--- src/rtl/mcs_regs.vh ---
`ifndef MCS_REGS_VH
`define MCS_REGS_VH
// ****************************************
// Register map.
// ****************************************
`define MCS_ADDR_W 8
`define MCS_DATA_W 32
`define MCS_CTRL2_ADDR 8'h01
`define MCS_SYNCADJ_ADDR 8'h1b
`define MCS_CTRL2_RESET 32'h0000_0900
`define MCS_SYNCADJ_RESET 32'h0000_0000
`define MCS_CTRL2_OUTEN_BIT 9
`define MCS_CTRL2_MUXEN_BIT 8
`define MCS_ADJ_SYNCEN_BIT 6
`define MCS_ADJ_OUTDLY_HI 5
`define MCS_ADJ_OUTDLY_LO 3
`define MCS_ADJ_INDLY_HI 2
`define MCS_ADJ_INDLY_LO 0
`define MCS_UNMAPPED_DATA 32'h0000_0000
// ****************************************
// Timing.
// ****************************************
`define MCS_DLY_W 3
`define MCS_GEN_DIV 384
`define MCS_GEN_HIGH 256
`define MCS_DIV_W 9
`define MCS_CAL_SYNC_PERIODS 16
`define MCS_CAL_CNT_W 5
`endif

--- src/rtl/mcs_delay_line.v ---
`timescale 1ns/1ns
`include "mcs_regs.vh"
// ****************************************
// Programmable delay of 0 to 7 clock steps.
// ****************************************
module mcs_delay_line #(
  parameter DLY_W = `MCS_DLY_W
) (
  clock,
  rst_b,
  dataIn,
  delaySel,
  dataOut
);
  input wire clock;
  input wire rst_b;
  input wire dataIn;
  input wire [DLY_W-1:0] delaySel;
  output wire dataOut;

  localparam TAPS = 1 << DLY_W;
  reg [TAPS-1:0] tap_reg;
  wire [TAPS-1:0] tap_next;

  // Tap 0 is the undelayed input; each further tap adds one step.
  assign tap_next = {tap_reg[TAPS-2:0], dataIn};

  always @(posedge clock or negedge rst_b)
  begin
    if (!rst_b)
      tap_reg <= {TAPS{1'b0}};
    else
      tap_reg <= tap_next;
  end

  assign dataOut = tap_next[delaySel];
endmodule // mcs_delay_line

--- src/rtl/mcs_sync_receiver.v ---
`timescale 1ns/1ns
`include "mcs_regs.vh"
// Operation
// - Generator output is delayed by the output adjust field, bits 5 to 3; pass-through sync output is not.
// - Sync input is delayed by the input adjust field, bits 2 to 0, before detection.
// - Without generator enabled, sync input is buffered onto sync output.
// - Edge detector gives a one-cycle pulse per sync input period.
// - Sync input rising edge is found by sampling on core clock edges.
// - Clock generator counter steps each cycle and loads preset on pulse.
// - Preset state lasts one cycle, then normal stepping resumes.
// - Each adjust field takes 0 to 7, each count adding one step.
// - Generator drives sync output only with both enable bits set.
// - Generator output runs at clock over 384 with 67 percent duty.
// - With sync enabled, calibration waits 16 sync periods after first step.
module mcs_sync_receiver #(
  parameter GEN_W = 8,
  parameter [GEN_W-1:0] GEN_PRESET = 8'h00,
  parameter CAL_REST_CYCLES = 16
) (
  clock,
  rst_b,
  regWrEn,
  regAddr,
  regWrData,
  regRdData,
  syncIn,
  syncOut,
  syncOutOe,
  syncPulse,
  clockGenState,
  calStart,
  calBusy,
  calDone
);
  input wire clock;
  input wire rst_b;
  input wire regWrEn;
  input wire [`MCS_ADDR_W-1:0] regAddr;
  input wire [`MCS_DATA_W-1:0] regWrData;
  output reg [`MCS_DATA_W-1:0] regRdData;
  input wire syncIn;
  output reg syncOut;
  output reg syncOutOe;
  output reg syncPulse;
  output reg [GEN_W-1:0] clockGenState;
  input wire calStart;
  output reg calBusy;
  output reg calDone;

  // ****************************************
  // Registers.
  // ****************************************
  reg [`MCS_DATA_W-1:0] ctrlTwo_reg;
  reg [`MCS_DATA_W-1:0] syncAdj_reg;
  reg [`MCS_DATA_W-1:0] rdData_next;

  always @(posedge clock or negedge rst_b)
  begin
    if (!rst_b)
    begin
      ctrlTwo_reg <= `MCS_CTRL2_RESET;
      syncAdj_reg <= `MCS_SYNCADJ_RESET;
    end
    else if (regWrEn)
    begin
      if (regAddr == `MCS_CTRL2_ADDR)
        ctrlTwo_reg <= regWrData;
      if (regAddr == `MCS_SYNCADJ_ADDR)
        syncAdj_reg <= regWrData;
    end
  end

  always @*
  begin
    case (regAddr)
      `MCS_CTRL2_ADDR: rdData_next = ctrlTwo_reg;
      `MCS_SYNCADJ_ADDR: rdData_next = syncAdj_reg;
      default: rdData_next = `MCS_UNMAPPED_DATA;
    endcase
  end

  wire genEnable = ctrlTwo_reg[`MCS_CTRL2_OUTEN_BIT];
  wire muxEnable = ctrlTwo_reg[`MCS_CTRL2_MUXEN_BIT];
  wire syncEnable = syncAdj_reg[`MCS_ADJ_SYNCEN_BIT];
  wire [`MCS_DLY_W-1:0] outDelay = syncAdj_reg[`MCS_ADJ_OUTDLY_HI:`MCS_ADJ_OUTDLY_LO];
  wire [`MCS_DLY_W-1:0] inDelay = syncAdj_reg[`MCS_ADJ_INDLY_HI:`MCS_ADJ_INDLY_LO];

  // ****************************************
  // Sync receiver.
  // ****************************************
  reg syncMeta_reg;
  reg syncSafe_reg;
  reg syncPrev_reg;
  wire syncDelayed;

  // The first stage may go metastable, so only the second stage reads it.
  always @(posedge clock or negedge rst_b)
  begin
    if (!rst_b)
    begin
      syncMeta_reg <= 1'b0;
      syncSafe_reg <= 1'b0;
    end
    else
    begin
      syncMeta_reg <= syncIn;
      syncSafe_reg <= syncMeta_reg;
    end
  end

  mcs_delay_line #(
    .DLY_W(`MCS_DLY_W)
  ) inDelayLine (
    .clock(clock),
    .rst_b(rst_b),
    .dataIn(syncSafe_reg),
    .delaySel(inDelay),
    .dataOut(syncDelayed)
  );

  wire syncEdge = syncDelayed & ~syncPrev_reg;

  always @(posedge clock or negedge rst_b)
  begin
    if (!rst_b)
    begin
      syncPrev_reg <= 1'b0;
      syncPulse <= 1'b0;
    end
    else
    begin
      syncPrev_reg <= syncDelayed;
      syncPulse <= syncEdge;
    end
  end

  // ****************************************
  // Internal clock generator.
  // ****************************************
  reg [GEN_W-1:0] clockGen_next;

  always @*
  begin
    if (syncPulse)
      clockGen_next = GEN_PRESET;
    else
      clockGen_next = clockGenState + {{(GEN_W-1){1'b0}}, 1'b1};
  end

  always @(posedge clock or negedge rst_b)
  begin
    if (!rst_b)
      clockGenState <= {GEN_W{1'b0}};
    else
      clockGenState <= clockGen_next;
  end

  // ****************************************
  // Sync output generator and mux.
  // ****************************************
  reg [`MCS_DIV_W-1:0] div_reg;
  reg genClk_reg;
  wire genDelayed;
  wire passDelayed;
  reg syncOut_next;
  reg syncOutOe_next;

  // Free-running: the detected pulse never touches this divider.
  always @(posedge clock or negedge rst_b)
  begin
    if (!rst_b)
    begin
      div_reg <= {`MCS_DIV_W{1'b0}};
      genClk_reg <= 1'b0;
    end
    else
    begin
      if (div_reg == `MCS_GEN_DIV - 1)
        div_reg <= {`MCS_DIV_W{1'b0}};
      else
        div_reg <= div_reg + {{(`MCS_DIV_W-1){1'b0}}, 1'b1};
      genClk_reg <= (div_reg < `MCS_GEN_HIGH);
    end
  end

  // 256 of 384 cycles high gives exactly two-thirds duty, which rounds to 67 percent.
  mcs_delay_line #(
    .DLY_W(`MCS_DLY_W)
  ) outDelayLine (
    .clock(clock),
    .rst_b(rst_b),
    .dataIn(genClk_reg),
    .delaySel(outDelay),
    .dataOut(genDelayed)
  );

  assign passDelayed = syncSafe_reg;

  always @*
  begin
    if (genEnable)
    begin
      syncOut_next = genDelayed & muxEnable;
      syncOutOe_next = muxEnable;
    end
    else
    begin
      syncOut_next = passDelayed;
      syncOutOe_next = 1'b1;
    end
  end

  always @(posedge clock or negedge rst_b)
  begin
    if (!rst_b)
    begin
      syncOut <= 1'b0;
      syncOutOe <= 1'b0;
      regRdData <= `MCS_UNMAPPED_DATA;
    end
    else
    begin
      syncOut <= syncOut_next;
      syncOutOe <= syncOutOe_next;
      regRdData <= rdData_next;
    end
  end

  // ****************************************
  // Calibration sequencing.
  // ****************************************
  localparam [3:0] ST_IDLE = 4'h1;
  localparam [3:0] ST_FIRST = 4'h2;
  localparam [3:0] ST_WAIT = 4'h4;
  localparam [3:0] ST_REST = 4'h8;
  reg [3:0] state_reg;
  reg [3:0] state_next;
  reg [`MCS_CAL_CNT_W-1:0] calCnt_reg;
  reg [`MCS_CAL_CNT_W-1:0] calCnt_next;
  reg [15:0] restCnt_reg;
  reg [15:0] restCnt_next;

  // Without a sync input and with sync enabled, calibration stalls here for good.
  always @*
  begin
    state_next = state_reg;
    calCnt_next = calCnt_reg;
    restCnt_next = restCnt_reg;
    case (state_reg)
      ST_IDLE:
        if (calStart)
          state_next = ST_FIRST;
      ST_FIRST:
      begin
        calCnt_next = {`MCS_CAL_CNT_W{1'b0}};
        restCnt_next = 16'h0000;
        state_next = syncEnable ? ST_WAIT : ST_REST;
      end
      ST_WAIT:
        if (syncPulse)
        begin
          if (calCnt_reg == `MCS_CAL_SYNC_PERIODS - 1)
            state_next = ST_REST;
          calCnt_next = calCnt_reg + {{(`MCS_CAL_CNT_W-1){1'b0}}, 1'b1};
        end
      ST_REST:
      begin
        restCnt_next = restCnt_reg + 16'h0001;
        if (restCnt_reg == CAL_REST_CYCLES - 1)
          state_next = ST_IDLE;
      end
      default: state_next = ST_IDLE;
    endcase
  end

  always @(posedge clock or negedge rst_b)
  begin
    if (!rst_b)
    begin
      state_reg <= ST_IDLE;
      calCnt_reg <= {`MCS_CAL_CNT_W{1'b0}};
      restCnt_reg <= 16'h0000;
      calBusy <= 1'b0;
      calDone <= 1'b0;
    end
    else
    begin
      state_reg <= state_next;
      calCnt_reg <= calCnt_next;
      restCnt_reg <= restCnt_next;
      calBusy <= (state_next != ST_IDLE);
      calDone <= (state_reg == ST_REST) && (state_next == ST_IDLE);
    end
  end
endmodule // mcs_sync_receiver

--- config.mk ---
export PLATFORM = sky130hd
export DESIGN_NAME = mcs_sync_receiver
export DESIGN_NICKNAME = d
export VERILOG_FILES = /design/src/rtl/mcs_delay_line.v /design/src/rtl/mcs_sync_receiver.v
export VERILOG_INCLUDE_DIRS = /design/src /design/src/rtl
export SDC_FILE = /design/constraint.sdc
export NUM_CORES = 1
export LEC_CHECK = 0
export ABC_AREA = 1
export BUFFER_PORTS_ARGS = -buffer_cell sky130_fd_sc_hd__buf_4
export CORE_AREA = 2 2 117 119
export DETAILED_ROUTE_END_ITERATION = 12
export DIE_AREA = 0 0 119 121
export GPL_ROUTABILITY_DRIVEN = 1
export PLACE_DENSITY = 0.74
export SYNTH_ARGS = -nofsm -noshare
export SYNTH_HDL_FRONTEND = slang
export SYNTH_SLANG_ARGS = --single-unit
--- constraint.sdc ---
create_clock -name clock -period 1.5 [get_ports clock]
set_input_delay 0.15 -clock clock [delete_from_list [all_inputs] [get_ports clock]]
set_output_delay 0.15 -clock clock [all_outputs]
set_load 0.01 [all_outputs]
==> impl_metrics.tcl, run 1 <==
set metrics [dict create \
    vias 5513 \
    antenna_cells 0 \
    grt_overflow 0 \
    synth-adder-area-share 0.00941 \
    gr-max-usage-layer "met2" \
    clockBufferDepth 2 \
    syn_nets 798 \
    ant_nets 0 \
    place_ws_ps 7.90 \
    slew_viol_final 0 \
    finalCritPeriodShare 0.927 \
    nFillCells 1043 \
    dp.final_hpwl_um 10000 \
    synth-edff-count 0 \
    cp.required_ps 1810 \
    clkSlewWorstSetupHoldPaths_ps 60 \
    grt_pass1_wl_um 25900 \
    syn_to_final_growth_pct 29.7 \
    post-cts-setup-buffer-count 0 \
    fin_skew_ps 10.6 \
    synth_area_mm2 0.00665 \
    p_seq_frac 0.488 \
    ys_ff_latch 161 \
    yosysSeqAreaShare 0.607 \
    first_pass_iters 4 \
    cts_sinks 161 \
    io_pins 90 \
    postRouteWirelength_um 15200 \
    routedWlPerCell_um 14.0 \
    core_area_mm2 0.0131 \
    synth.most_common_cell "nand2_1" \
    grt_use_total 0.231 \
    hp-class "in -> reg" \
    power.density_mw_per_mm2 1130 \
    grt_pass1_vias 5556 \
    cp_data_arrival_time_ps 1700 \
    endpoint_kind "register" \
    syn_inst 748 \
    cts_max_level 4 \
    cts_tree "built" \
    switchingPower_mw 2.53 \
    relSlewSlack 0.613 \
    antenna_found_initial 0 \
    grt_max_degree 65 \
    synth_cell_types 25 \
    synth_top_family_by_area "simple AND/OR/NAND/NOR gates" \
    finalWorstSetupSlack_ps 109 \
    vias_per_cell 5.10 \
    switching_share 0.260 \
    maxCapViolCount 0 \
    numCtsBuffers 17 \
    internal_power_mw 7.21 \
    nNetsFinal 943 \
    yosys.area_share.simple 0.224 \
    dr.first_iter.drc_count 454 \
    rsz0062_at_grt "true" \
    clock_latency_ps 440 \
    min_period_ps 1390 \
    p_leak_nw 4.43 \
    ir_drop_mv 0.699 \
    gr-usage-met2 0.391 \
    setup_violations 0 \
    synth_mux_area_frac 0 \
    synth_compound_area_frac 0.0802 \
    start_kind "register" \
    synth_top_cells_by_count "nand2_1 (176), dfrtp_1 (158), inv_1 (101), nand3_1 (96), o21ai_1 (64)" \
    tightestPinTransition_ps 580 \
    hold_viol_final 0 \
    ys.flop_type "dfrtp_1" \
    dieWidth_um 119 \
    cp_max_fo 5 \
    drcViolationCount 0 \
    power_mw 9.73 \
    yosys-top-cells-area "dfrtp_1 (59%), nand2_1 (9.9%), nand3_1 (7.2%)" \
    start_util 0.508 \
    path_class "reg -> reg" \
    gpl.final_weighted_congestion 0.867 \
    yosys.area.top_type "dfrtp_1" \
    grtUsageMet1 0.294 \
    yosysWarnings 0 \
    dieArea_mm2 0.0144 \
    met3_usage 0.0555 \
    ctsRootBufferMaster "clkbuf_16" \
    synth_xor_area_frac 0.00791 \
    synthArstFlopShare 1.00 \
    yosys.area.top_type_share 0.595 \
    place.port_buffers 89 \
    fmax_mhz 719 \
    drive_gt1_frac 0.185 \
    fp.dieH_um 121 \
    row_count 42 \
    avgSynthCellArea_um2 8.89 \
    p_comb_frac 0.108 \
    status "finished, final reports clean" \
    p_clk_frac 0.404 \
]
layout make-up:
cell class                 count  area [um^2]  area share
sequential                   161         4030       0.468
multi-input combinational    461         2190       0.254
clock buffer                  23          458      0.0531
timing repair buffer         150         1260       0.146
clock inverter                 9         73.8     0.00856
tap                          176          220      0.0255
inverter                     102          383      0.0444
power by group through the flow:
stage / Combinational (mW) / Clock, mW / Sequential [mW]
after floorplan: 0.460 / 0 / 4.80
after global placement: 0.949 / 0 / 4.80
after detailed placement: 0.967 / 0 / 4.81
after CTS: 1.04 / 4.00 / 4.73
after global routing: 1.20 / 4.17 / 4.77
final: 1.05 / 3.93 / 4.75
per-stage QoR:
| stage | hold slack, ps | std cells | setup TNS, ps | cell area [um^2] | utilization |
|---|---|---|---|---|---|
| after floorplan | -146 | 748 | 0 | 6650 | - |
| after global placement | 165 | 1017 | 0 | 7710 | 0.590 |
| after detailed placement | 162 | 1017 | 0 | 7710 | 0.590 |
| after CTS | 0.456 | 1082 | 0 | 8580 | 0.656 |
| after global routing | 3.78 | 1082 | -21.4 | 8620 | 0.659 |
| final | 8.18 | 1082 | 0 | 8620 | 0.659 |
worst paths after layout:
| path | slack, ps | to | depth (start not counted) | from |
|---|---|---|---|---|
| worst max-delay path | 110 | restCnt_reg[12] | 6 | restCnt_reg[1] |
| worst min-delay path | 8 | ctrlTwo_reg[2] | 3 | regWrData[2] |
| worst max register to register | 110 | restCnt_reg[12] | 6 | restCnt_reg[1] |
| worst min register to register | 350 | passDelayed | 0 | syncMeta_reg |
| max in group asynchronous | 670 | restCnt_reg[15] | 3 | rst_b |
| min in group asynchronous | 270 | clockGenState[2] | 2 | rst_b |
cells in the final DEF, fill, tap and decap left out, drive strengths merged, types with 8 or more instances in the layout:
master,synthesis,final
nand2,176,176
dfrtp,158,158
buf,6,117
inv,102,106
nand3,98,98
o21ai,94,94
nor2,53,53
dlygate4sd3,0,33
clkbuf,18,23
nor3,9,9
nand4,8,8
kinds of logic after synthesis:
family                   after synthesis
AO/OA/AOI/OAI                        105
flip-flops                           161
AND/OR/NAND/NOR                      345
buffers and inverters                126
adder cells (fa/ha/maj)                5
XOR/XNOR                               6
timing repair:
action	4_1_cts	5_1_grt
resized for setup	1	15
endpoints found under the setup margin	1	22
pin swaps	0	1
hold buffers	33	0
hold endpoints to repair	106	0
worst max-delay path, cell delays in order, from the launching register on:
cell and delay [ps]:
dfrtp_1 400, ha_2 210, nand2_1 90, nor2_2 160, nand2_2 110, nor3_1 210
o21ai_0 100
routing by layer:
layer | part of all wire | vias up
met2 | 0.50 | 162
met1 | 0.44 | 2634
met5 | 0 | -
li1 | - | 2693
met3 | 0.049 | 24
met4 | 0.015 | 0
Note: power is estimated with default switching activity, not from simulation.
==> run 2, diff against run 1 <==
- REMOVE_ABC_BUFFERS: unset -> 1
==> run 2 against run 1 <==
Clock-buffer cell count unchanged. Routed wire length fell by 2.0%. Core utilization up 0.13 points. Worst hold slack worse by 2.1 ps. Register-to-register slack worse by 50 ps. Largest power group unchanged. Critical path depth increased by 3. Sequential share of layout area fell by 0.095 points. Largest cell class unchanged. Setup slack got worse by 47 ps. Maximum frequency shrank 3.3%. Global-route usage shrank 1.0 points.
==> impl_metrics.tcl, run 2 (same netlist as run 1, synthesis figures left out) <==
set metrics [dict create \
    status "finished, final reports clean" \
    mostFrequentLayoutCells "nand2_1 (172), dfrtp_1 (158), buf_4 (114), inv_1 (100), nand3_1 (95)" \
    ant_nets 0 \
    row_count 42 \
    cts_tree "built" \
    drive_gt1_frac 0.194 \
    grt_pass1_vias 5514 \
    dieWidth_um 119 \
    reg2reg_slack_ps 60 \
    dr.first_iter.drc_count 478 \
    slew_viol_final 0 \
    multi_input_area_mm2 0.00220 \
    crit_family "simple AND/OR/NAND/NOR gates" \
    cp_data_arrival_time_ps 1740 \
    grt_use_total 0.221 \
    vias_per_cell 5.11 \
    met3_wirelength_um 549 \
    min_to "ctrlTwo_reg[26]" \
    drcViolationCount 0 \
    min_period_ps 1440 \
    fmax_mhz 695 \
    cts_sinks 161 \
    routedWlPerCell_um 13.8 \
    start_util 0.508 \
    power_mw 9.82 \
    io_pins 90 \
    critPathLaunch "calCnt_reg[0]" \
    cp_num_buf_inv 0 \
    fin_skew_ps 6.84 \
    hp-class "in -> reg" \
    rsz0062_at_grt "true" \
    p_leak_nw 4.45 \
    min_delay_path_depth 3 \
    nFillCells 1046 \
    cp_max_fo 4 \
    tightestPinTransition_ps 443 \
    endpoint_kind "register" \
    gpl.final_weighted_congestion 0.855 \
    fp.dieH_um 121 \
    min_from "regWrData[26]" \
    antenna_cells 0 \
    dieArea_mm2 0.0144 \
    setup_violations 0 \
    hold_viol_final 0 \
    ir_drop_mv 0.846 \
    top_layer "met4" \
    p_clk_frac 0.409 \
    wl_met2_um 7620 \
    layout_commonest_cell "nand2_1" \
    grt_overflow 0 \
    antenna_found_initial 0 \
    rr_startpoint "calCnt_reg[0]" \
    place.port_buffers 89 \
    crit_path_top_delay_cell "dfrtp_1" \
    holdWs_ps 6.09 \
    vias 5515 \
    power.density_mw_per_mm2 1140 \
    first_pass_iters 4 \
    clockBufferDepth 2 \
    clock_latency_ps 430 \
    finalCritPeriodShare 0.959 \
    core_area_mm2 0.0131 \
    r2r_end "calBusy" \
    seq_area_mm2 0.00403 \
    internal_power_mw 7.31 \
    wl_met1_um 6410 \
    postRouteWirelength_um 14900 \
    setup_tns_ps 0 \
    grt_pass1_wl_um 25300 \
    switchingPower_mw 2.50 \
    grt_max_degree 65 \
    cts_max_level 4 \
    relSlewSlack 0.704 \
    numCtsBuffers 17 \
    cp_cell_sequence "ha_2 > nand2_1 > nor2_1 > ha_2 > nand2_2 > nand4_1 > o21ai_1 > nor2_1 > nand3_1" \
    maxCapViolCount 0 \
    max_stage_delay_ps 390 \
    dp.final_hpwl_um 9890 \
    switching_share 0.255 \
    p_comb_frac 0.108 \
    clkSlewWorstSetupHoldPaths_ps 60 \
    r2r_cells 9 \
    nNetsFinal 941 \
    path_class "reg -> reg" \
    start_kind "register" \
    p_seq_frac 0.484 \
    syn_to_final_growth_pct 30.0 \
    cp.required_ps 1800 \
    ctsRootBufferMaster "clkbuf_16" \
]
## run 2: metal layers
layer  vias to the layer above  GRT usage
met5                         -          0
met4                         0     0.0938
met3                        32     0.0522
met2                       133      0.378
met1                      2662      0.270
li1                       2688          -
## run 2: power by group through the flow
stage               Combinational, mW  Sequential (mW)  Clock [mW]
detailed placement              0.989             4.82           0
finish                           1.06             4.75        4.01
global placement                0.969             4.80           0
global route                     1.19             4.78        4.28
floorplan                       0.447             4.80           0
CTS                              1.06             4.74        4.08
## run 2: stage by stage
step / setup WS (ps) / cells / utilization / cell area, um^2
final: 61.9 / 1080 / 0.660 / 8640
after global routing: -77.9 / 1080 / 0.660 / 8640
after CTS: 37.6 / 1076 / 0.654 / 8550
after detailed placement: -11.8 / 1017 / 0.591 / 7730
after global placement: 38.5 / 1017 / 0.591 / 7730
after floorplan: -1180 / 724 / - / 6550
## run 2: layout make-up
| cell class | count | share of cell area |
|---|---|---|
| repair buffers | 148 | 0.144 |
| clock buffers | 23 | 0.0553 |
| clock inverters | 9 | 0.00855 |
| well taps | 176 | 0.0255 |
| inverters | 102 | 0.0443 |
| multi-input cells | 461 | 0.255 |
| flip-flops and latches | 161 | 0.467 |
## run 2: how the worst max path moves through the flow
| stage | endpoint | slack, ps | cells after the start |
|---|---|---|---|
| after floorplan | ctrlTwo_reg[11] | -1180 | 5 |
| after global placement | div_reg[5] | 40 | 8 |
| after detailed placement | div_reg[5] | -10 | 8 |
| after CTS | restCnt_reg[14] | 40 | 8 |
| after global routing | calBusy | -80 | 9 |
| final | calBusy | 60 | 9 |
## run 2: worst register-to-register path, delay by kind of cell, from the launching register on
family,cells,cell delay (ps)
AOI/OAI and AO/OA,1,80
DFF,1,390
adders and majority gates,2,380
and+or+nand+nor,6,460
## run 2: timing repair
item,in CTS,in global routing
pin swaps,0,13
endpoints found under the setup margin,2,15
hold buffers,27,1
setup buffers,0,3
hold endpoints to repair,84,1
resized for setup,1,19
